**config.mk**
```make
export PLATFORM = sky130hd
export DESIGN_NAME = standby_wake_and_cyclic_sense
export DESIGN_NICKNAME = d
export VERILOG_FILES = /design/src/rtl/cyclic_timer.v /design/src/rtl/standby_wake_and_cyclic_sense.v
export VERILOG_INCLUDE_DIRS = /design/src /design/src/rtl
export SDC_FILE = /design/constraint.sdc
export NUM_CORES = 1
export LEC_CHECK = 0
export BUFFER_PORTS_ARGS = -buffer_cell sky130_fd_sc_hd__buf_2
export CELL_PAD_IN_SITES_DETAIL_PLACEMENT = 1
export CELL_PAD_IN_SITES_GLOBAL_PLACEMENT = 1
export CORE_MARGIN = 8
export CORE_UTILIZATION = 52
export DETAILED_ROUTE_END_ITERATION = 8
export PLACE_DENSITY_LB_ADDON = 0.08
export SLEW_MARGIN = 5
export SYNTH_ARGS = -nofsm -noshare
export SYNTH_HDL_FRONTEND = slang
export SYNTH_HIERARCHICAL = 1
export SYNTH_SLANG_ARGS = --single-unit
export TNS_END_PERCENT = 30
```
**constraint.sdc**
```tcl
create_clock -name ref_clk -period 17.65 [get_ports ref_clk]
set_input_delay 2.6475 -clock ref_clk [delete_from_list [all_inputs] [get_ports ref_clk]]
set_output_delay 2.6475 -clock ref_clk [all_outputs]
set_load 0.02 [all_outputs]
```
**src/rtl/standby_wake_defines.vh**
```
`ifndef STANDBY_WAKE_DEFINES_VH
`define STANDBY_WAKE_DEFINES_VH

// clock and time base
`define CLK_FREQ_HZ 100000000
`define US_PER_S 1000000

// operating modes
`define MODE_ACTIVE 2'h0
`define MODE_LP_STANDBY 2'h1
`define MODE_BAT_STANDBY 2'h2

// register offsets
`define OFF_MODE_CTRL 8'h00
`define OFF_WAKE_CFG 8'h04
`define OFF_TIMER_CFG 8'h08
`define OFF_HS_CFG 8'h0C
`define OFF_STATUS 8'h10

// mode control fields
`define MC_MODE_LSB 0
`define MC_CAN_TRANSCEIVER_ACTIVATE 2

// wake configuration fields
`define WC_EN_LSB 0
`define WC_PULLUP_LSB 3
`define WC_CYCLIC 6
`define WC_CYC_TSEL 7
`define WC_FILT_SEL 8
`define WC_LIN_EN 9
`define WC_CAN_EN 10
`define WAKE_CFG_RESET 11'h607

// timer configuration fields
`define TC_T1_PER_LSB 0
`define TC_T1_ON 2
`define TC_T2_PER_LSB 3
`define TC_T2_ON 5
`define TC_TWAKE_EN 6
`define TC_TWAKE_SEL 7
`define TIMER_CFG_RESET 8'h00

// status fields
`define ST_LEVEL_LSB 0
`define ST_MODE_LSB 3
`define ST_SRC_LSB 5
`define ST_FAILSAFE 9

// hs output assignment codes
`define HS_OFF 2'h0
`define HS_ON 2'h1
`define HS_T1 2'h2
`define HS_T2 2'h3

// times in microseconds
`define STATIC_FILT_US 10'h040
`define CYC_FILT_US 10'h010
`define CYC_DELAY_SHORT_US 10'h050
`define CYC_DELAY_LONG_US 10'h320
`define INT_PULSE_US 10'h038
`define RST_PULSE_US 10'h064
`define BUS_FILT_US 10'h01E

// timer 1: periods 1..4 s, on 10/20 ms
`define T1_PER_1S 22'h0F4240
`define T1_PER_2S 22'h1E8480
`define T1_PER_3S 22'h2DC6C0
`define T1_PER_4S 22'h3D0900
`define T1_ON_10MS 22'h002710
`define T1_ON_20MS 22'h004E20
// timer 2: periods 10/20/50/200 ms, on 100 us / 1 ms
`define T2_PER_10MS 22'h002710
`define T2_PER_20MS 22'h004E20
`define T2_PER_50MS 22'h00C350
`define T2_PER_200MS 22'h030D40
`define T2_ON_100US 22'h000064
`define T2_ON_1MS 22'h0003E8

`endif

```
**src/rtl/cyclic_timer.v**
```verilog
`timescale 1ns/10ps
module cyclic_timer (
  // clock and reset
  input wire clk,
  input wire rst_n,
  // control
  input wire tick,
  input wire restart,
  input wire [21:0] period_us,
  input wire [21:0] on_us,
  // phase and events
  output reg on_phase,
  output reg on_start,
  output reg expired
);
  reg [21:0] cnt_reg;
  wire [21:0] cnt_inc = cnt_reg + 22'h000001;
  wire [21:0] off_len = period_us - on_us;

  // each period is the off phase followed by the on phase
  always @(posedge clk or negedge rst_n) begin
    if (!rst_n) begin
      cnt_reg <= 22'h000000;
      on_phase <= 1'b0;
      on_start <= 1'b0;
      expired <= 1'b0;
    end else if (restart) begin
      cnt_reg <= 22'h000000;
      on_phase <= 1'b0;
      on_start <= 1'b0;
      expired <= 1'b0;
    end else begin
      on_start <= 1'b0;
      expired <= 1'b0;
      if (tick) begin
        if (cnt_inc >= period_us) begin
          cnt_reg <= 22'h000000;
          on_phase <= 1'b0;
          expired <= 1'b1;
        end else begin
          cnt_reg <= cnt_inc;
          if (cnt_inc == off_len) begin
            on_phase <= 1'b1;
            on_start <= 1'b1;
          end
        end
      end
    end
  end
endmodule // cyclic_timer

```
**src/rtl/standby_wake_and_cyclic_sense.v**
```verilog
`timescale 1ns/10ps
`include "standby_wake_defines.vh"
module standby_wake_and_cyclic_sense #(
  parameter US_CYCLES = `CLK_FREQ_HZ / `US_PER_S
) (
  // clock and reset
  input wire ref_clk,
  input wire nrst,
  // register port
  input wire [7:0] addr,
  input wire [31:0] wdata,
  input wire wr_stb,
  input wire rd_stb,
  output reg [31:0] rdata,
  // pins from outside
  input wire [2:0] contact_wake_inputs,
  input wire lin_bus_rx,
  input wire can_bus_rx,
  input wire fail_safe_condition,
  // pins and controls to outside
  output reg [4:0] high_side_outputs,
  output reg [2:0] wake_pull_up_en,
  output reg lin_receive_interrupt_pin_n,
  output reg micro_reset_out_n,
  output reg main_regulator_en,
  output reg watchdog_long_window,
  output reg can_trx_standby,
  output reg fail_safe_output,
  output reg oscillator_run
);
  localparam CS_IDLE = 2'h0;
  localparam CS_DELAY = 2'h1;
  localparam CS_FILT = 2'h2;

  function [21:0] t1_period;
    input [1:0] sel;
    begin
      case (sel)
        2'h0: t1_period = `T1_PER_1S;
        2'h1: t1_period = `T1_PER_2S;
        2'h2: t1_period = `T1_PER_3S;
        default: t1_period = `T1_PER_4S;
      endcase
    end
  endfunction

  function [21:0] t2_period;
    input [1:0] sel;
    begin
      case (sel)
        2'h0: t2_period = `T2_PER_10MS;
        2'h1: t2_period = `T2_PER_20MS;
        2'h2: t2_period = `T2_PER_50MS;
        default: t2_period = `T2_PER_200MS;
      endcase
    end
  endfunction

  // reset release and input synchronisers
  reg [1:0] rst_sync_reg;
  wire rst_n = rst_sync_reg[1];
  always @(posedge ref_clk or negedge nrst) begin
    if (!nrst) begin
      rst_sync_reg <= 2'h0;
    end else begin
      rst_sync_reg <= {rst_sync_reg[0], 1'b1};
    end
  end

  reg [5:0] pin_s1_reg;
  reg [5:0] pin_s2_reg;
  always @(posedge ref_clk or negedge rst_n) begin
    if (!rst_n) begin
      pin_s1_reg <= 6'h00;
      pin_s2_reg <= 6'h00;
    end else begin
      pin_s1_reg <= {fail_safe_condition, can_bus_rx, lin_bus_rx, contact_wake_inputs};
      pin_s2_reg <= pin_s1_reg;
    end
  end
  wire [2:0] wu_lvl = pin_s2_reg[2:0];
  wire [1:0] bus_lvl = pin_s2_reg[4:3];
  wire fs_lvl = pin_s2_reg[5];

  // microsecond tick; the whole time base scales with US_CYCLES
  reg [15:0] pre_reg;
  reg tick_reg;
  always @(posedge ref_clk or negedge rst_n) begin
    if (!rst_n) begin
      pre_reg <= 16'h0000;
      tick_reg <= 1'b0;
    end else if (pre_reg == US_CYCLES[15:0] - 16'h0001) begin
      pre_reg <= 16'h0000;
      tick_reg <= 1'b1;
    end else begin
      pre_reg <= pre_reg + 16'h0001;
      tick_reg <= 1'b0;
    end
  end

  // configuration registers
  reg [1:0] mode_reg;
  reg can_transceiver_activate_reg;
  reg [10:0] wake_cfg_reg;
  reg [7:0] timer_cfg_reg;
  reg [9:0] hs_cfg_reg;
  reg [3:0] src_reg;
  reg timer_restart_reg;

  wire standby = (mode_reg != `MODE_ACTIVE);
  wire [2:0] wu_en = wake_cfg_reg[`WC_EN_LSB +: 3];
  wire cyclic_en = wake_cfg_reg[`WC_CYCLIC];
  wire wr_mode = wr_stb && (addr == `OFF_MODE_CTRL);
  wire [1:0] wr_mode_val = wdata[`MC_MODE_LSB +: 2];
  // mode value 3 is refused, so it must not recapture the reference levels either
  wire enter_standby = wr_mode && !standby && (wr_mode_val != `MODE_ACTIVE) && (wr_mode_val != 2'h3);

  // timers
  wire t1_on;
  wire t1_start;
  wire t1_exp;
  wire t2_on;
  wire t2_start;
  wire t2_exp;
  wire [21:0] t1_per = t1_period(timer_cfg_reg[`TC_T1_PER_LSB +: 2]);
  wire [21:0] t1_ont = timer_cfg_reg[`TC_T1_ON] ? `T1_ON_20MS : `T1_ON_10MS;
  wire [21:0] t2_per = t2_period(timer_cfg_reg[`TC_T2_PER_LSB +: 2]);
  wire [21:0] t2_ont = timer_cfg_reg[`TC_T2_ON] ? `T2_ON_1MS : `T2_ON_100US;

  cyclic_timer timer1 (
    .clk(ref_clk),
    .rst_n(rst_n),
    .tick(tick_reg),
    .restart(timer_restart_reg),
    .period_us(t1_per),
    .on_us(t1_ont),
    .on_phase(t1_on),
    .on_start(t1_start),
    .expired(t1_exp)
  );

  cyclic_timer timer2 (
    .clk(ref_clk),
    .rst_n(rst_n),
    .tick(tick_reg),
    .restart(timer_restart_reg),
    .period_us(t2_per),
    .on_us(t2_ont),
    .on_phase(t2_on),
    .on_start(t2_start),
    .expired(t2_exp)
  );

  // static filter per contact input
  reg [9:0] sf_cnt_reg [0:2];
  reg [2:0] static_lvl_reg;
  reg [2:0] static_hit_reg;
  integer i;
  always @(posedge ref_clk or negedge rst_n) begin
    if (!rst_n) begin
      for (i = 0; i < 3; i = i + 1) begin
        sf_cnt_reg[i] <= 10'h000;
      end
      static_lvl_reg <= 3'h0;
      static_hit_reg <= 3'h0;
    end else begin
      static_hit_reg <= 3'h0;
      for (i = 0; i < 3; i = i + 1) begin
        if (wu_lvl[i] == static_lvl_reg[i]) begin
          sf_cnt_reg[i] <= 10'h000;
        end else if (tick_reg) begin
          if (sf_cnt_reg[i] + 10'h001 >= `STATIC_FILT_US) begin
            static_lvl_reg[i] <= wu_lvl[i];
            static_hit_reg[i] <= 1'b1;
            sf_cnt_reg[i] <= 10'h000;
          end else begin
            sf_cnt_reg[i] <= sf_cnt_reg[i] + 10'h001;
          end
        end
      end
    end
  end

  // cyclic sense: delay after on-start, then a stable 16 us window
  reg [1:0] cs_state_reg;
  reg [9:0] cs_cnt_reg;
  reg [2:0] cs_snap_reg;
  reg [2:0] cyc_lvl_reg;
  reg [2:0] ref_lvl_reg;
  reg [2:0] cyc_hit_reg;
  wire cs_start = wake_cfg_reg[`WC_CYC_TSEL] ? t2_start : t1_start;
  wire [9:0] cs_delay = wake_cfg_reg[`WC_FILT_SEL] ? `CYC_DELAY_LONG_US : `CYC_DELAY_SHORT_US;
  always @(posedge ref_clk or negedge rst_n) begin
    if (!rst_n) begin
      cs_state_reg <= CS_IDLE;
      cs_cnt_reg <= 10'h000;
      cs_snap_reg <= 3'h0;
      cyc_lvl_reg <= 3'h0;
      ref_lvl_reg <= 3'h0;
      cyc_hit_reg <= 3'h0;
    end else begin
      cyc_hit_reg <= 3'h0;
      if (enter_standby) begin
        ref_lvl_reg <= wu_lvl;
      end
      case (cs_state_reg)
        CS_IDLE: begin
          cs_cnt_reg <= 10'h000;
          if (cyclic_en && cs_start) begin
            cs_state_reg <= CS_DELAY;
          end
        end
        CS_DELAY: begin
          if (tick_reg) begin
            if (cs_cnt_reg + 10'h001 >= cs_delay) begin
              cs_state_reg <= CS_FILT;
              cs_cnt_reg <= 10'h000;
              cs_snap_reg <= wu_lvl;
            end else begin
              cs_cnt_reg <= cs_cnt_reg + 10'h001;
            end
          end
        end
        CS_FILT: begin
          if (wu_lvl != cs_snap_reg) begin
            cs_snap_reg <= wu_lvl;
            cs_cnt_reg <= 10'h000;
          end else if (tick_reg) begin
            if (cs_cnt_reg + 10'h001 >= `CYC_FILT_US) begin
              cs_state_reg <= CS_IDLE;
              cyc_lvl_reg <= cs_snap_reg;
              ref_lvl_reg <= cs_snap_reg;
              cyc_hit_reg <= cs_snap_reg ^ ref_lvl_reg;
            end else begin
              cs_cnt_reg <= cs_cnt_reg + 10'h001;
            end
          end
        end
        default: begin
          cs_state_reg <= CS_IDLE;
        end
      endcase
    end
  end

  // bus state stored on standby entry, filtered change wakes
  reg [1:0] bus_ref_reg;
  reg [9:0] bf_cnt_reg [0:1];
  reg [1:0] bus_hit_reg;
  integer j;
  always @(posedge ref_clk or negedge rst_n) begin
    if (!rst_n) begin
      bus_ref_reg <= 2'h3;
      bus_hit_reg <= 2'h0;
      for (j = 0; j < 2; j = j + 1) begin
        bf_cnt_reg[j] <= 10'h000;
      end
    end else begin
      bus_hit_reg <= 2'h0;
      if (enter_standby) begin
        bus_ref_reg <= bus_lvl;
      end
      for (j = 0; j < 2; j = j + 1) begin
        if (!standby || bus_lvl[j] == bus_ref_reg[j]) begin
          bf_cnt_reg[j] <= 10'h000;
        end else if (tick_reg) begin
          if (bf_cnt_reg[j] + 10'h001 >= `BUS_FILT_US) begin
            bus_hit_reg[j] <= 1'b1;
            bf_cnt_reg[j] <= 10'h000;
          end else begin
            bf_cnt_reg[j] <= bf_cnt_reg[j] + 10'h001;
          end
        end
      end
    end
  end

  // wake sources: contact, lin, can, timer
  wire [2:0] contact_hit = cyclic_en ? cyc_hit_reg : static_hit_reg;
  wire timer_exp = timer_cfg_reg[`TC_TWAKE_SEL] ? t2_exp : t1_exp;
  wire [3:0] wake_src;
  assign wake_src[0] = |(contact_hit & wu_en);
  assign wake_src[1] = bus_hit_reg[0] && wake_cfg_reg[`WC_LIN_EN];
  assign wake_src[2] = bus_hit_reg[1] && wake_cfg_reg[`WC_CAN_EN];
  assign wake_src[3] = timer_exp && timer_cfg_reg[`TC_TWAKE_EN];
  wire wake_now = standby && (|wake_src);

  // register writes and mode changes
  always @(posedge ref_clk or negedge rst_n) begin
    if (!rst_n) begin
      mode_reg <= `MODE_ACTIVE;
      can_transceiver_activate_reg <= 1'b0;
      wake_cfg_reg <= `WAKE_CFG_RESET;
      timer_cfg_reg <= `TIMER_CFG_RESET;
      hs_cfg_reg <= 10'h000;
      src_reg <= 4'h0;
      timer_restart_reg <= 1'b0;
    end else begin
      timer_restart_reg <= wr_stb && (addr == `OFF_TIMER_CFG);
      if (wr_stb && addr == `OFF_WAKE_CFG) begin
        wake_cfg_reg <= wdata[10:0];
      end
      if (wr_stb && addr == `OFF_TIMER_CFG) begin
        timer_cfg_reg <= wdata[7:0];
      end
      if (wr_stb && addr == `OFF_HS_CFG) begin
        hs_cfg_reg <= wdata[9:0];
      end
      if (wr_mode) begin
        can_transceiver_activate_reg <= wdata[`MC_CAN_TRANSCEIVER_ACTIVATE];
      end
      // a wake beats a mode write in the same cycle
      if (wake_now) begin
        mode_reg <= `MODE_ACTIVE;
      end else if (wr_mode && wr_mode_val != 2'h3) begin
        mode_reg <= wr_mode_val;
      end
      // sticky sources: write one to clear, a new event wins
      if (wr_stb && addr == `OFF_STATUS) begin
        src_reg <= (src_reg & ~wdata[`ST_SRC_LSB +: 4]) | (wake_now ? wake_src : 4'h0);
      end else if (wake_now) begin
        src_reg <= src_reg | wake_src;
      end
    end
  end

  // wake pulses toward the microcontroller
  reg [9:0] int_cnt_reg;
  reg [9:0] rst_cnt_reg;
  always @(posedge ref_clk or negedge rst_n) begin
    if (!rst_n) begin
      int_cnt_reg <= 10'h000;
      rst_cnt_reg <= 10'h000;
      lin_receive_interrupt_pin_n <= 1'b1;
      micro_reset_out_n <= 1'b0;
      main_regulator_en <= 1'b1;
      watchdog_long_window <= 1'b0;
    end else begin
      watchdog_long_window <= wake_now;
      if (wake_now && mode_reg == `MODE_LP_STANDBY) begin
        int_cnt_reg <= `INT_PULSE_US;
        lin_receive_interrupt_pin_n <= 1'b0;
      end else if (int_cnt_reg == 10'h000) begin
        lin_receive_interrupt_pin_n <= 1'b1;
      end else if (tick_reg) begin
        int_cnt_reg <= int_cnt_reg - 10'h001;
      end
      if (wake_now && mode_reg == `MODE_BAT_STANDBY) begin
        rst_cnt_reg <= `RST_PULSE_US;
        micro_reset_out_n <= 1'b0;
      end else if (rst_cnt_reg == 10'h000) begin
        micro_reset_out_n <= 1'b1;
      end else if (tick_reg) begin
        rst_cnt_reg <= rst_cnt_reg - 10'h001;
      end
      main_regulator_en <= (mode_reg != `MODE_BAT_STANDBY) || wake_now;
    end
  end

  // pins driven from mode, configuration and the fail-safe pin
  integer k;
  reg [4:0] hs_next;
  always @* begin
    hs_next = 5'h00;
    for (k = 0; k < 5; k = k + 1) begin
      case (hs_cfg_reg[2 * k +: 2])
        `HS_ON: hs_next[k] = 1'b1;
        `HS_T1: hs_next[k] = t1_on;
        `HS_T2: hs_next[k] = t2_on;
        default: hs_next[k] = 1'b0;
      endcase
    end
  end

  always @(posedge ref_clk or negedge rst_n) begin
    if (!rst_n) begin
      high_side_outputs <= 5'h00;
      wake_pull_up_en <= 3'h0;
      can_trx_standby <= 1'b1;
      fail_safe_output <= 1'b0;
      oscillator_run <= 1'b1;
    end else begin
      high_side_outputs <= hs_next;
      // pull-down while active
      wake_pull_up_en <= standby ? wake_cfg_reg[`WC_PULLUP_LSB +: 3] : 3'h0;
      can_trx_standby <= !can_transceiver_activate_reg || standby;
      fail_safe_output <= fs_lvl;
      oscillator_run <= !standby || cyclic_en;
    end
  end

  // register reads; cyclic mode shows only the last sampled levels
  wire [2:0] level_view = cyclic_en ? cyc_lvl_reg : static_lvl_reg;
  always @(posedge ref_clk or negedge rst_n) begin
    if (!rst_n) begin
      rdata <= 32'h00000000;
    end else if (rd_stb) begin
      case (addr)
        `OFF_MODE_CTRL: rdata <= {29'h0, can_transceiver_activate_reg, mode_reg};
        `OFF_WAKE_CFG: rdata <= {21'h0, wake_cfg_reg};
        `OFF_TIMER_CFG: rdata <= {24'h0, timer_cfg_reg};
        `OFF_HS_CFG: rdata <= {22'h0, hs_cfg_reg};
        `OFF_STATUS: rdata <= {22'h0, fs_lvl, src_reg, mode_reg, level_view};
        default: rdata <= 32'h00000000;
      endcase
    end else begin
      rdata <= 32'h00000000;
    end
  end
endmodule // standby_wake_and_cyclic_sense

```
---- After elaboration in Yosys (flattened, before gate mapping) ----
Index checks and enable logic that the tools add are counted.
Widths: inputs -> output; s select.
cells by class
  multipliers ............................. 0
  reduce and logical (&&, ||, !) cells .... 60
  order comparisons ....................... 9
  bitwise logic cells ..................... 10
  add/sub/neg operators ................... 13
  shift operators ......................... 0
  mux-type cells .......................... 118
  eq/ne operators ......................... 49
  divide/modulo/power cells ............... 0
operator list
  operator               number
  $mux 10                28
  $mux 22                6
  $pmux 22 s3            1
  $add 10x1->10 const B  6
  $pmux 11 s5            1
  $pmux 18 s3            1
  $mux 3                 15
  $add 22x1->22 const B  2
  $eq 22x22->1           2
  $mux 1                 44
  $mux 32                1
  $ge 10x5->1 const B    3
  $ge 10x7->1 const B    3
  $pmux 10 s3            1
  $reduce_bool 2->1      15
  $eq 2x2->1 const B     14
  $ge 22x18->1           1
  $ge 22x22->1           1
  $ne 2x2->1 const B     11
  $sub 22x15->22         1
  $logic_not 10->1       2
  $sub 10x1->10 const B  2
  $sub 18x10->19         1
  $eq 2x1->1 const B     9
  34 further kinds       88
word-level totals
  input port bits ......................... 50
  register bits after elaboration ......... 269
  output and inout port bits .............. 47
  memory bits (read-only) ................. 0
  word-level logic and storage cells ...... 308
  memories ................................ 0
  RAM bits ................................ 0
  bits in latches ......................... 0

---- Longest topological paths before layout ----
Gate-level depths: netlist of the first run.
  word-level depth ........................ 10
  gate-level depth with buffers ........... 18
  depth with buffers taken out ............ 16

---- By module ----
The synthesis of the first run kept the hierarchy.
by module, submodules not included
  module                         cells an instance  instances  area an instance (um2)  seq. area each (um2)
  standby_wake_and_cyclic_sense  901                1          9616.7                  4968.5
  cyclic_timer at timer2         454                1          3570.9                  625.6
  cyclic_timer at timer1         430                1          3444.6                  625.6

---- Least setup slack after synthesis of the first run ----
OpenSTA, ideal clock, no wires.
  path kind ............................... input-to-reg
  start point ............................. in addr[1]
  end point ............................... reg bus_ref_reg[0]
  cell stages on the path ................. 6
  library setup time ...................... 82 ps
  data arrival time ....................... 4315 ps
  buffers on the path ..................... 1
  data required time ...................... 17568 ps
  setup slack ............................. 13253 ps
  cells stage by stage .................... or4_1 > nor3_1 > and2_0 > clkbuf_1 > nand4_1 > mux2_2
between the ends
  cells in the longest elaborated chain, start to end .. 5
RTL lines
  element                          line                                 text
  start, declared                  standby_wake_and_cyclic_sense.v:10   input wire [7:0] addr,
  $logic_not 8->1                  n/a
  $logic_and 1x1->1                standby_wake_and_cyclic_sense.v:113  wire wr_mode = wr_stb && (addr == `OFF_MODE_CTRL);
  $logic_and 1x1->1 (3 in series)  standby_wake_and_cyclic_sense.v:116  wire enter_standby = wr_mode && !standby && (wr_mode_val != `MODE_ACTIVE) && (wr_mode_val != 2'h3);
  end signal, assigned             standby_wake_and_cyclic_sense.v:261  bus_ref_reg <= bus_lvl;
  end, declared                    standby_wake_and_cyclic_sense.v:247  reg [1:0] bus_ref_reg;
Every way passes these cells.
A chain may end at the register's enable or synchronous reset.

---- Worst setup path after layout of the first run ----
  start point ............................. reg timer2.cnt_reg[0]
  end point ............................... reg timer2.on_start
between the ends
  cells in the longest elaborated chain, start to end .. 6
  elaborated cells on any way between the ends .. 7
  those cells by class .................... 1 x add/sub; 1 x order compare; 1 x eq/ne; 4 x mux
RTL lines
  element                                               line               text
  start, declared                                       cyclic_timer.v:16  reg [21:0] cnt_reg;
  start signal, assigned                                cyclic_timer.v:41  cnt_reg <= cnt_inc;
  $add 22x1->22 (*)                                     cyclic_timer.v:17  wire [21:0] cnt_inc = cnt_reg + 22'h000001;
  branches (longest 2 deep; another with $ge 22x18->1)  n/a
  $mux 1 (*)                                            cyclic_timer.v:36  if (cnt_inc >= period_us) begin
  $mux 1 (*)                                            cyclic_timer.v:35  if (tick) begin
  $mux 1 (*)                                            cyclic_timer.v:27  end else if (restart) begin
  end signal, assigned                                  cyclic_timer.v:25  on_start <= 1'b0;
  end signal, assigned                                  cyclic_timer.v:30  on_start <= 1'b0;
  end signal, assigned                                  cyclic_timer.v:44  on_start <= 1'b1;
  end, declared                                         cyclic_timer.v:13  output reg on_start,
Every way passes the cells marked *.

==> results of run 1 <==
[per-layer routing]
layer,vias up,wire length (um),share of wire (%)
met4,0,1510,3.4
met3,94,1410,3.2
met2,227,22100,50
met5,-,0,0
li1,6399,-,-
met1,6775,19300,43
[critical path, cell delays in order (launching register included)]
cell,delay (ns)
dfrtp_1,0.54
ha_1,0.38
nand3_1,0.10
or4_1,0.57
nor2_4,0.18
xnor2_2,0.17
inv_1,0.08
ha_1,0.19
a21o_1,0.17
a21o_1,0.17
a21oi_1,0.15
o21ai_0,0.12
a21oi_1,0.68
nand3b_1,0.70
nor2_1,0.28
and4bb_1,0.28
[power by group]
part           total (uW)  internal (uW)  switching (uW)
clock network         624            377             247
logic                 281            113             168
registers             609            586            23.1
[final cells by class]
cell class              count  area, sq um
diodes                      2         5.00
inverters                 156          586
well taps                 402          503
fillers                  3648        13100
flip-flops and latches    248         6220
clock inverters            13          164
multi-input cells        1397         9780
repair buffers             62          330
clock buffers              41          841
[logic make-up (layout without fill, tap and decap cells)]
group	count (synthesis)	after routing	synth area share [%]
XOR/XNOR	170	170	9.76
multiplexers	48	48	3.25
other	2	99	0.0452
AO/OA/AOI/OAI	371	371	14.9
AND/OR/NAND/NOR	585	585	19.1
adder cells (fa/ha/maj)	126	126	9.57
buffers and inverters	235	272	5.96
flip-flops	248	248	37.4
[synthesized netlist by cell type, types with 9 or more instances]
master    count  share of area [%]
and2_1       28                1.1
nor4_1       11               0.41
a222oi_1      9               0.54
dfrtp_1     237                 36
nor3_1       39                1.2
ha_1        124                9.3
nand3_1      65                2.0
a21oi_1      69                2.1
nand2b_1     35                1.3
xnor2_1     105                5.5
buf_4        23                1.0
mux2_2       40                2.7
a31oi_1      27                1.0
and4_1       11               0.58
inv_1       156                3.5
clkbuf_1     47                1.1
o211ai_1     14               0.63
dfstp_2      11                1.7
nand2_1     132                3.0
o21ai_0      88                2.6
o31ai_1      14               0.63
nor3b_1      11               0.50
nand4_1      34                1.3
a22oi_1       9               0.41
and3_1       21               0.79
nor2b_1      23               0.87
a21o_1       49                2.2
xor2_1       54                2.8
or2_2        13               0.49
nor2_1      109                2.5
[metrics by stage]
step	total power, uW	cells	hold WS [ns]	worst slack, ns	cell area (sq um)
3_5_place_dp	891	2265	0.338	12.33	17400
3_3_place_gp	879	2265	0.335	12.40	17400
4_1_cts	1530	2319	0.355	12.78	18400
6_report	1510	2321	0.341	12.83	18400
2_1_floorplan	828	1880	0.331	10.25	17000
5_1_grt	1580	2320	0.359	12.54	18400
[worst max path at each step]
| stage | from | to | slack (ns) | depth (start not counted) |
|---|---|---|---|---|
| 2_1_floorplan | rst_sync_reg[1] | bf_cnt_reg[0] | 10.25 | 0 |
| 5_1_grt | timer2/cnt_reg[0] | timer2/on_start | 12.54 | 15 |
| 3_5_place_dp | addr[1] | wake_cfg_reg[3] | 12.33 | 6 |
| 3_3_place_gp | addr[1] | wake_cfg_reg[7] | 12.40 | 6 |
| 4_1_cts | timer2/cnt_reg[0] | timer2/on_start | 12.78 | 15 |
| 6_report | timer2/cnt_reg[0] | timer2/on_start | 12.83 | 15 |
==> results.md, run 1 <==
- Hold/Removal Path Class: register to asynchronous set/reset pin
- Worst-path clk slew: 0.06 ns
- Cells after Synth: 1785
- Hold Buf Count CTS: 0
- Relative slew slack: 26.8%
- DRC: 0
- Via count: 13495
- Global-route usage over all layers: 23.5%
- Syn Std Cell Area: 0.0166 sq mm
- CTS tree: yes
- Area growth syn-to-layout: 10.9%
- Vias in the first global route: 14575
- # setup viols final: 0
- WP data arrival: 5.30 ns
- RSZ-0062 raised after global routing: no
- Max VDD drop: 0.0000767 V
- R2R Path Start: timer2/cnt_reg[0]
- H-tree Lvls: 1
- CP endpoint kind: register
- Final period utilization: 27.3%
- Most frequent cells in the layout: 235 x dfrtp_1, 156 x inv_1, 132 x nand2_1, 124 x ha_1, 109 x nor2_1
- Pleak: 0.00855 uW
- CP Class: register to register
- Clock Path Buffers: 3
- Max Slew Vio Count: 0
- TNS Setup: 0 ns
- Run status: completed
- Synth warn: 6
- Max-cap violations: 0
- Mean Syn Cell Area: 9.32 sq um
- Post-CTS Resized: 0
- First-pass GRT wire length: 74.8 mm
- GR Util met3: 2.78%
- Share of cells above drive strength 1: 10.7%
- Worst reg-to-reg path cell count: 15
- CP required: 18.13 ns
- Register area share after synthesis: 37.4%
- Core ar.: 0.0316 sq mm
- Reg-to-Reg End: timer2/on_start
- DRT iter0 DRCs: 662
- RePlAce Congestion: 0.857
- Antenna Nets Post-Route: 0
- Die ar.: 0.0380 sq mm
- Chip height: 195 um
- Met1 Track Usage GR: 29.0%
- Slew @ Worst Pin: 1.09 ns
- Finished Core Util: 58.4%
- WL final: 44.3 mm
- Crit path time final: 4.82 ns
- Startpoint types: register
- M2 GR Usage: 42.0%
- EDFF count, synth: 0
- GRT overflow: 0
- Router iterations before antenna repair: 7
- DPL Wire Length: 32.7 mm
- Max FO, Critical Path: 14
- # IOs: 97
- DR WL/cell: 19.1 um
- Clk_skew: 0.00773 ns
- CTS Buf Count: 29
- GRT busiest layer: met2
- Most common cell after layout, fill and taps aside: dfrtp_1
- Clock sink total: 248
- Skew-Pair Late Insertion Delay: 0.56 ns
- Std cell rows: 65
- Vias per cell: 5.81
- Flop2flop setup slack: 12.83 ns
- Final hold viol count: 0
- Unique masters post-synth: 93
- Post-layout net count: 2070
- Starting Density: 52.7%
- Asr flop ratio synth: 100%
- Main synth FF type: dfrtp_1
- CTS root buf: clkbuf_16
- Number of setup buffers added after CTS: 0
- FF+latch count, synth: 248
- Pin count of the biggest net entering global routing: 81
- Initial antenna violation count: 1
- Fmax: 207 MHz
- Die X-Extent: 195 um
- Pwr per Cell Area: 82.2 mW/mm^2
- Max reg flops: 30
- Port bufs: 54
No activity file was read; power rests on OpenSTA's default activity.
==> inputs of run 2 (changes only) <==
- CORE_UTILIZATION: 52 -> 49
- clock period: 17.65 -> 4.9 ns (I/O delays scaled with it)
==> run 2 against run 1 <==
Against the previous run:
- total power rose to 3.4 times the previous value
- final cell count is 2.0% higher
- fmax increased by 16%
- core utilization shrank 3.4 points
- first-iteration DRC count shrank 16%
- critical path depth down 3
- sequential power grew to 3.6 times the previous value
- via count down 1.9%
- final area down 0.26%
- critical path type unchanged
- critical endpoint is now timer1/on_start
- highest routed layer unchanged
==> results.md, run 2 (same netlist as run 1, synthesis figures left out) <==
- DRC: 0 (unchanged)
- Final Power: 5190 uW (+240%)
- Cell Chain, Critical Path: ha_1, nand2_1, nor4_4, xor2_1, ha_1, a211o_1, a2111oi_0, o211ai_1, o211ai_1, o2111ai_2, or3_1, nor4_2
- Final hold viol count: 0 (unchanged)
- Slew @ Worst Pin: 0.964 ns (-0.127 ns)
- Worst-path clk slew: 0.06 ns (about the same)
- Max-cap violations: 0 (unchanged)
- DRT iter0 DRCs: 557 (-16%)
- Slowest-stage cell, CP: dfrtp_1
- Post-layout net count: 2073 (+0.14%)
- CTS root buf: clkbuf_16
- H-tree Lvls: 1 (unchanged)
- DP Area: 0.0175 sq mm (+0.48%)
- Antenna Nets Post-Route: 0 (unchanged)
- Vias in the first global route: 14041 (-3.7%)
- Clock sink total: 248 (unchanged)
- Port bufs: 54 (unchanged)
- Via count: 13233 (-1.9%)
- Global-route usage over all layers: 21.1% (-2.4 points)
- CP required: 5.33 ns (-12.80 ns)
- Chip height: 200 um (+2.8%)
- Die X-Extent: 200 um (+2.8%)
- Relative slew slack: 35.2% (+8.5 points)
- Clk_skew: 0.0147 ns (+0.00699 ns)
- Finished layout cell area: 0.0184 sq mm (-0.26%)
- CTS Buf Count: 29 (unchanged)
- Pwr per Cell Area: 282 mW/mm^2 (+240%)
- Fillers: 3859 (+5.8%)
- Area growth syn-to-layout: 10.6%
- TNS Setup: 0 ns (unchanged)
- Run status: completed
- First-pass GRT wire length: 71.9 mm (-3.9%)
- Crit path max-delay family: simple AND/OR/NAND/NOR gates
- Slowest stage delay, CP: 0.46 ns (-0.24 ns)
- GRT overflow: 0 (unchanged)
- DPL Wire Length: 31.6 mm (-3.4%)
- CP endpoint kind: register
- WL final: 42.7 mm (-3.8%)
- Most common cell after layout, fill and taps aside: dfrtp_1
- Max Slew Vio Count: 0 (unchanged)
- Fmax: 240 MHz (+16%)
- DR WL/cell: 18.0 um (-5.7%)
- Clock Path Buffers: 3 (unchanged)
- Hold/Removal Path Class: input port to register
- WP data arrival: 4.60 ns (-0.70 ns)
- RePlAce Congestion: 0.828 (-3.5%)
- Std cell rows: 67 (+3.1%)
- Setup WS post-layout: 0.737 ns (-12.09 ns)
- Vias per cell: 5.59 (-3.9%)
- Max VDD drop: 0.000236 V (+210%)
- Share of cells above drive strength 1: 10.4% (-0.27 points)
- Startpoint types: register
- Max reg flops: 30 (unchanged)
- Post-CTS Resized: 0 (unchanged)
- Router iterations before antenna repair: 5 (-2)
- CTS tree: yes
- Final period utilization: 85.0% (+58 points)
- Starting Density: 49.7% (-3.0 points)
- Max FO, Critical Path: 7 (-7)
- # IOs: 97 (unchanged)
- # setup viols final: 0 (unchanged)
- CP Class: register to register
- WP buf/inv: 0 (-1)
- Pleak: 0.00851 uW (-0.51%)
- Core ar.: 0.0334 sq mm (+6.0%)
- Skew-Pair Late Insertion Delay: 0.55 ns (about the same)
- Pin count of the biggest net entering global routing: 143 (+77%)
- Die ar.: 0.0401 sq mm (+5.6%)
- RSZ-0062 raised after global routing: no
- Most frequent cells in the layout: 236 x dfrtp_1, 156 x inv_1, 132 x nand2_1, 124 x ha_1, 109 x nor2_1
- Pre-CTS WS: 0.738 ns (-11.59 ns)
- Crit path time final: 4.16 ns (-0.660 ns)
- Initial antenna violation count: 0 (-1)
==> run 2: layout make-up <==
class	instances	area, sq um	area share [%]
Multi-Input combinational cell	1397	9780	53.2
Sequential cell	248	6220	33.8
Clock buffer	42	805	4.37
Inverter	156	586	3.18
Tap cell	448	561	3.05
Timing Repair Buffer	65	368	2.00
Clock inverter	11	61.3	0.333
Antenna cell	1	2.50	0.0136
==> run 2: worst paths after layout <==
check	start	endpoint	slack [ns]	depth (start not counted)
setup / recovery	timer1/cnt_reg[0]	timer1/on_start	0.74	12
min in group asynchronous	rst_sync_reg[1]	timer1/cnt_reg[3]	0.32	0
max in group asynchronous	rst_sync_reg[1]	sf_cnt_reg[27]	3.30	1
setup reg to reg	timer1/cnt_reg[0]	timer1/on_start	0.74	12
hold / removal	fail_safe_condition	pin_s1_reg[5]	0.30	1
hold reg to reg	rst_sync_reg[1]	timer1/cnt_reg[3]	0.32	0
==> run 2: worst register-to-register path, cell delays in order, from the launching register on <==
cell	delay, ns
dfrtp_1	0.46
ha_1	0.29
nand2_1	0.18
nor4_4	0.46
xor2_1	0.39
ha_1	0.33
a211o_1	0.30
a2111oi_0	0.38
o211ai_1	0.18
o211ai_1	0.18
o2111ai_2	0.18
or3_1	0.42
nor4_2	0.31
==> run 2: repair_timing <==
action                                  CTS  global route
endpoints found under the setup margin    0             0
endpoints found under the hold margin     2             0
buffers inserted                          0             0
hold buffers                              1             0
==> run 2: power by group <==
| group | switching (uW) | internal (uW) |
|---|---|---|
| Clock | 861 | 1130 |
| Combinational | 592 | 411 |
| Sequential | 81.0 | 2110 |
| Total | 1530 | 3660 |
==> run 2: per-stage QoR <==
stage	hold WS (ns)	util [%]	std cells
after detailed placement	0.336	52.4	2313
after global placement	0.335	52.4	2313
after global routing	0.281	55.0	2367
after CTS	0.276	55.0	2367
final	0.299	55.0	2368
after floorplan	0.331	-	1880
==> run 2: per-layer routing <==
layer	global-route usage, %	routed length (um)	vias to the layer above
met1	27.7	19300	6577
met2	36.2	20800	185
li1	-	-	6412
met5	0	0	-
met4	5.61	973	0
met3	2.65	1540	59
==> inputs of run 3 (changes only) <==
- CORE_UTILIZATION: 49 -> 44
- clock period: 4.9 -> 3.4 ns (I/O delays scaled with it)
==> run 3 against run 2 <==
Against the previous run:
- the flow now finishes with violations (negative setup slack)
- via count grew 6.9%
- clock-buffer cell count increased by 1
- sequential power increased by 44%
- worst setup slack worse by 0.82 ns
- critical path depth increased by 3
- sequential share of layout area shrank 4.1 points
- combinational power rose by 89%
- largest power group is now the clock network
==> results.md, run 3 (same netlist as run 1, synthesis figures left out) <==
- Run status: finished, violations left
- Violated checks: negative setup slack
- Max reg flops: 30 (unchanged)
- Area of the multi-input gates: 0.0105 sq mm (+6.9%)
- Starting Density: 44.4% (-5.4 points)
- RSZ-0062 raised after global routing: yes
- Clk pwr share: 39.3% (+0.9 points)
- Std cell rows: 71 (+6.0%)
- DRT iter0 DRCs: 595 (+6.8%)
- Worst reg-to-reg path cell count: 15 (+3)
- Max-cap violations: 0 (unchanged)
- Antenna Nets Post-Route: 0 (unchanged)
- Pwr per Cell Area: 397 mW/mm^2 (+41%)
- RePlAce Congestion: 0.862 (+4.1%)
- Final period utilization: 102% (+17 points)
- Max Used Layer: met4
- Finished layout cell area: 0.0209 sq mm (+14%)
- Pre-CTS WS: -0.257 ns (-0.995 ns)
- Comb pwr share: 22.8% (+3.5 points)
- Reg-to-Reg End: timer1/on_phase
- Relative slew slack: 30.7% (-4.5 points)
- Net Sw Power: 2460 uW (+60%)
- CTS Buf Count: 30 (+3.4%)
- Hold slack: 0.0555 ns (-0.243 ns)
- Core ar.: 0.0375 sq mm (+12%)
- Setup WS post-layout: -0.0799 ns (-0.817 ns)
- N_diodes: 0 (-1)
- Port bufs: 54 (unchanged)
- Max VDD drop: 0.000310 V (+31%)
- Most common cell after layout, fill and taps aside: dfrtp_1
- Worst-path clk slew: 0.06 ns (about the same)
- Worst Hold Launch: contact_wake_inputs[0]
- CP Class: register to register
- Vias per cell: 5.36 (-4.0%)
- Worst hold path endpoint: pin_s1_reg[0]
- Fillers: 4336 (+12%)
- Via count: 14142 (+6.9%)
- # setup viols final: 2 (+2)
- DPL Wire Length: 34.8 mm (+10%)
- Fmax: 287 MHz (+20%)
- Hold/Removal Path Class: input port to register
- Global-route usage over all layers: 20.5% (-0.54 points)
- Vias in the first global route: 14616 (+4.1%)
- First-pass GRT wire length: 75.6 mm (+5.2%)
- Die X-Extent: 210 um (+5.1%)
- CP required: 3.90 ns (-1.43 ns)
- Clock Path Buffers: 3 (unchanged)
- CTS tree: yes
- Router iterations before antenna repair: 5 (unchanged)
- Worst Hold Path Cells: 1 (unchanged)
- Most frequent cells in the layout: 233 x dfrtp_1, 198 x buf_4, 152 x inv_1, 128 x nand2_1, 107 x ha_1
- Max FO, Critical Path: 4 (-3)
- Switch share: 29.6% (+0.081 points)
- CTS root buf: clkbuf_16
- DRC: 0 (unchanged)
- Pleak: 0.00974 uW (+14%)
- Max Slew Vio Count: 0 (unchanged)
- # IOs: 97 (unchanged)
- Pin count of the biggest net entering global routing: 65 (-55%)
- Wl on met1: 21.7 mm (+12%)
- Area growth syn-to-layout: 25.7%
- Slew @ Worst Pin: 1.03 ns (+0.0675 ns)
- Die ar.: 0.0443 sq mm (+10%)
- Crit path time final: 3.48 ns (-0.683 ns)
- DP Area: 0.0189 sq mm (+7.6%)
- H-tree Lvls: 1 (unchanged)
- DR WL/cell: 18.0 um (about the same)
- Skew-Pair Late Insertion Delay: 0.56 ns (about the same)
- Final Power: 8300 uW (+60%)
- GRT overflow: 0 (unchanged)
- CP endpoint kind: register
- R2R Path Start: timer_cfg_reg[1]
- Clk_skew: 0.0110 ns (-0.00377 ns)
- Wire length on met2: 23.2 mm (+11%)
- WP data arrival: 3.98 ns (-0.62 ns)
- Final hold viol count: 0 (unchanged)
- Chip height: 210 um (+5.1%)
- DR WL met3: 1.41 mm (-8.4%)
- Post-layout net count: 2278 (+9.9%)
- Internal cell power: 5840 uW (+60%)
- Clock sink total: 248 (unchanged)
- Share of cells above drive strength 1: 24.3% (+14 points)
- WL final: 47.5 mm (+11%)
- Flop2flop setup slack: -0.08 ns (-0.82 ns)
- Initial antenna violation count: 0 (unchanged)
- Sequential cell fraction of total power: 37.9% (-4.3 points)
- Startpoint types: register
- Seq. cell area: 0.00623 sq mm (about the same)
[run 3: cell types whose count changed in the layout (fill, tap and decap cells not counted), sizes merged]
cell	change
buf	+203
bufinv	+1
clkbuf	+2
clkinv	-2
diode	-1
inv	+3
[run 3: worst max-delay path by stage]
stage	start	end	slack, ns	depth (start not counted)
2_1_floorplan	timer1/cnt_reg[0]	timer1/on_start	-0.26	12
3_3_place_gp	timer1/cnt_reg[3]	timer1/on_start	-0.22	13
3_5_place_dp	timer1/cnt_reg[3]	timer1/on_start	-0.26	13
4_1_cts	timer1/cnt_reg[6]	timer1/on_start	-0.03	16
5_1_grt	timer1/cnt_reg[0]	timer1/on_start	-0.22	13
6_report	timer_cfg_reg[1]	timer1/on_phase	-0.08	15
[run 3: stage by stage]
step / TNS, ns / instances / util (%)
4_1_cts: -0.0714 / 2610 / 53.7
3_3_place_gp: -1.22 / 2542 / 50.3
2_1_floorplan: -1.61 / 1880 / -
6_report: -0.0800 / 2637 / 55.8
3_5_place_dp: -2.48 / 2542 / 50.3
5_1_grt: -3.21 / 2637 / 55.8
[run 3: critical path, stage by stage, from the launching register on]
cell and delay (ns):
dfrtp_2 0.44, inv_2 0.08, ha_4 0.17, nor2_4 0.11, nor2_4 0.05, buf_6 0.12, ha_4 0.23, buf_6 0.12
a211oi_2 0.21, buf_4 0.17, a21oi_2 0.06, or3_1 0.38, a21o_1 0.23, or4b_4 0.56, nor4_4 0.27, o221a_1 0.21
[run 3: what timing repair did]
item	in CTS	in global routing
endpoints found under the hold margin	2	0
setup buffers	11	26
hold buffers	1	0
pin swaps	22	52
cloned	0	1
endpoints found under the setup margin	37	58
gates resized for setup	32	138
[run 3: area by class of cell]
class / count / share of cell area (%)
inverter: 156 / 2.80
sequential: 248 / 29.8
multi-input combinational: 1397 / 50.0
clock inverter: 13 / 0.515
clock buffer: 43 / 4.36
timing repair buffer: 269 / 9.50
tap: 511 / 3.06
[run 3: power by group through the flow]
stage,registers (uW),clock network (uW),logic (uW)
2_1_floorplan,3210,0,1080
3_3_place_gp,3190,0,1610
3_5_place_dp,3200,0,1650
4_1_cts,3150,3350,1710
5_1_grt,3160,3460,2070
6_report,3150,3260,1890
[run 3: metal layers]
metal	GRT usage, %	up-vias
met5	0	-
met4	5.33	0
met3	2.23	83
met2	35.1	192
met1	27.5	7061
li1	-	6806
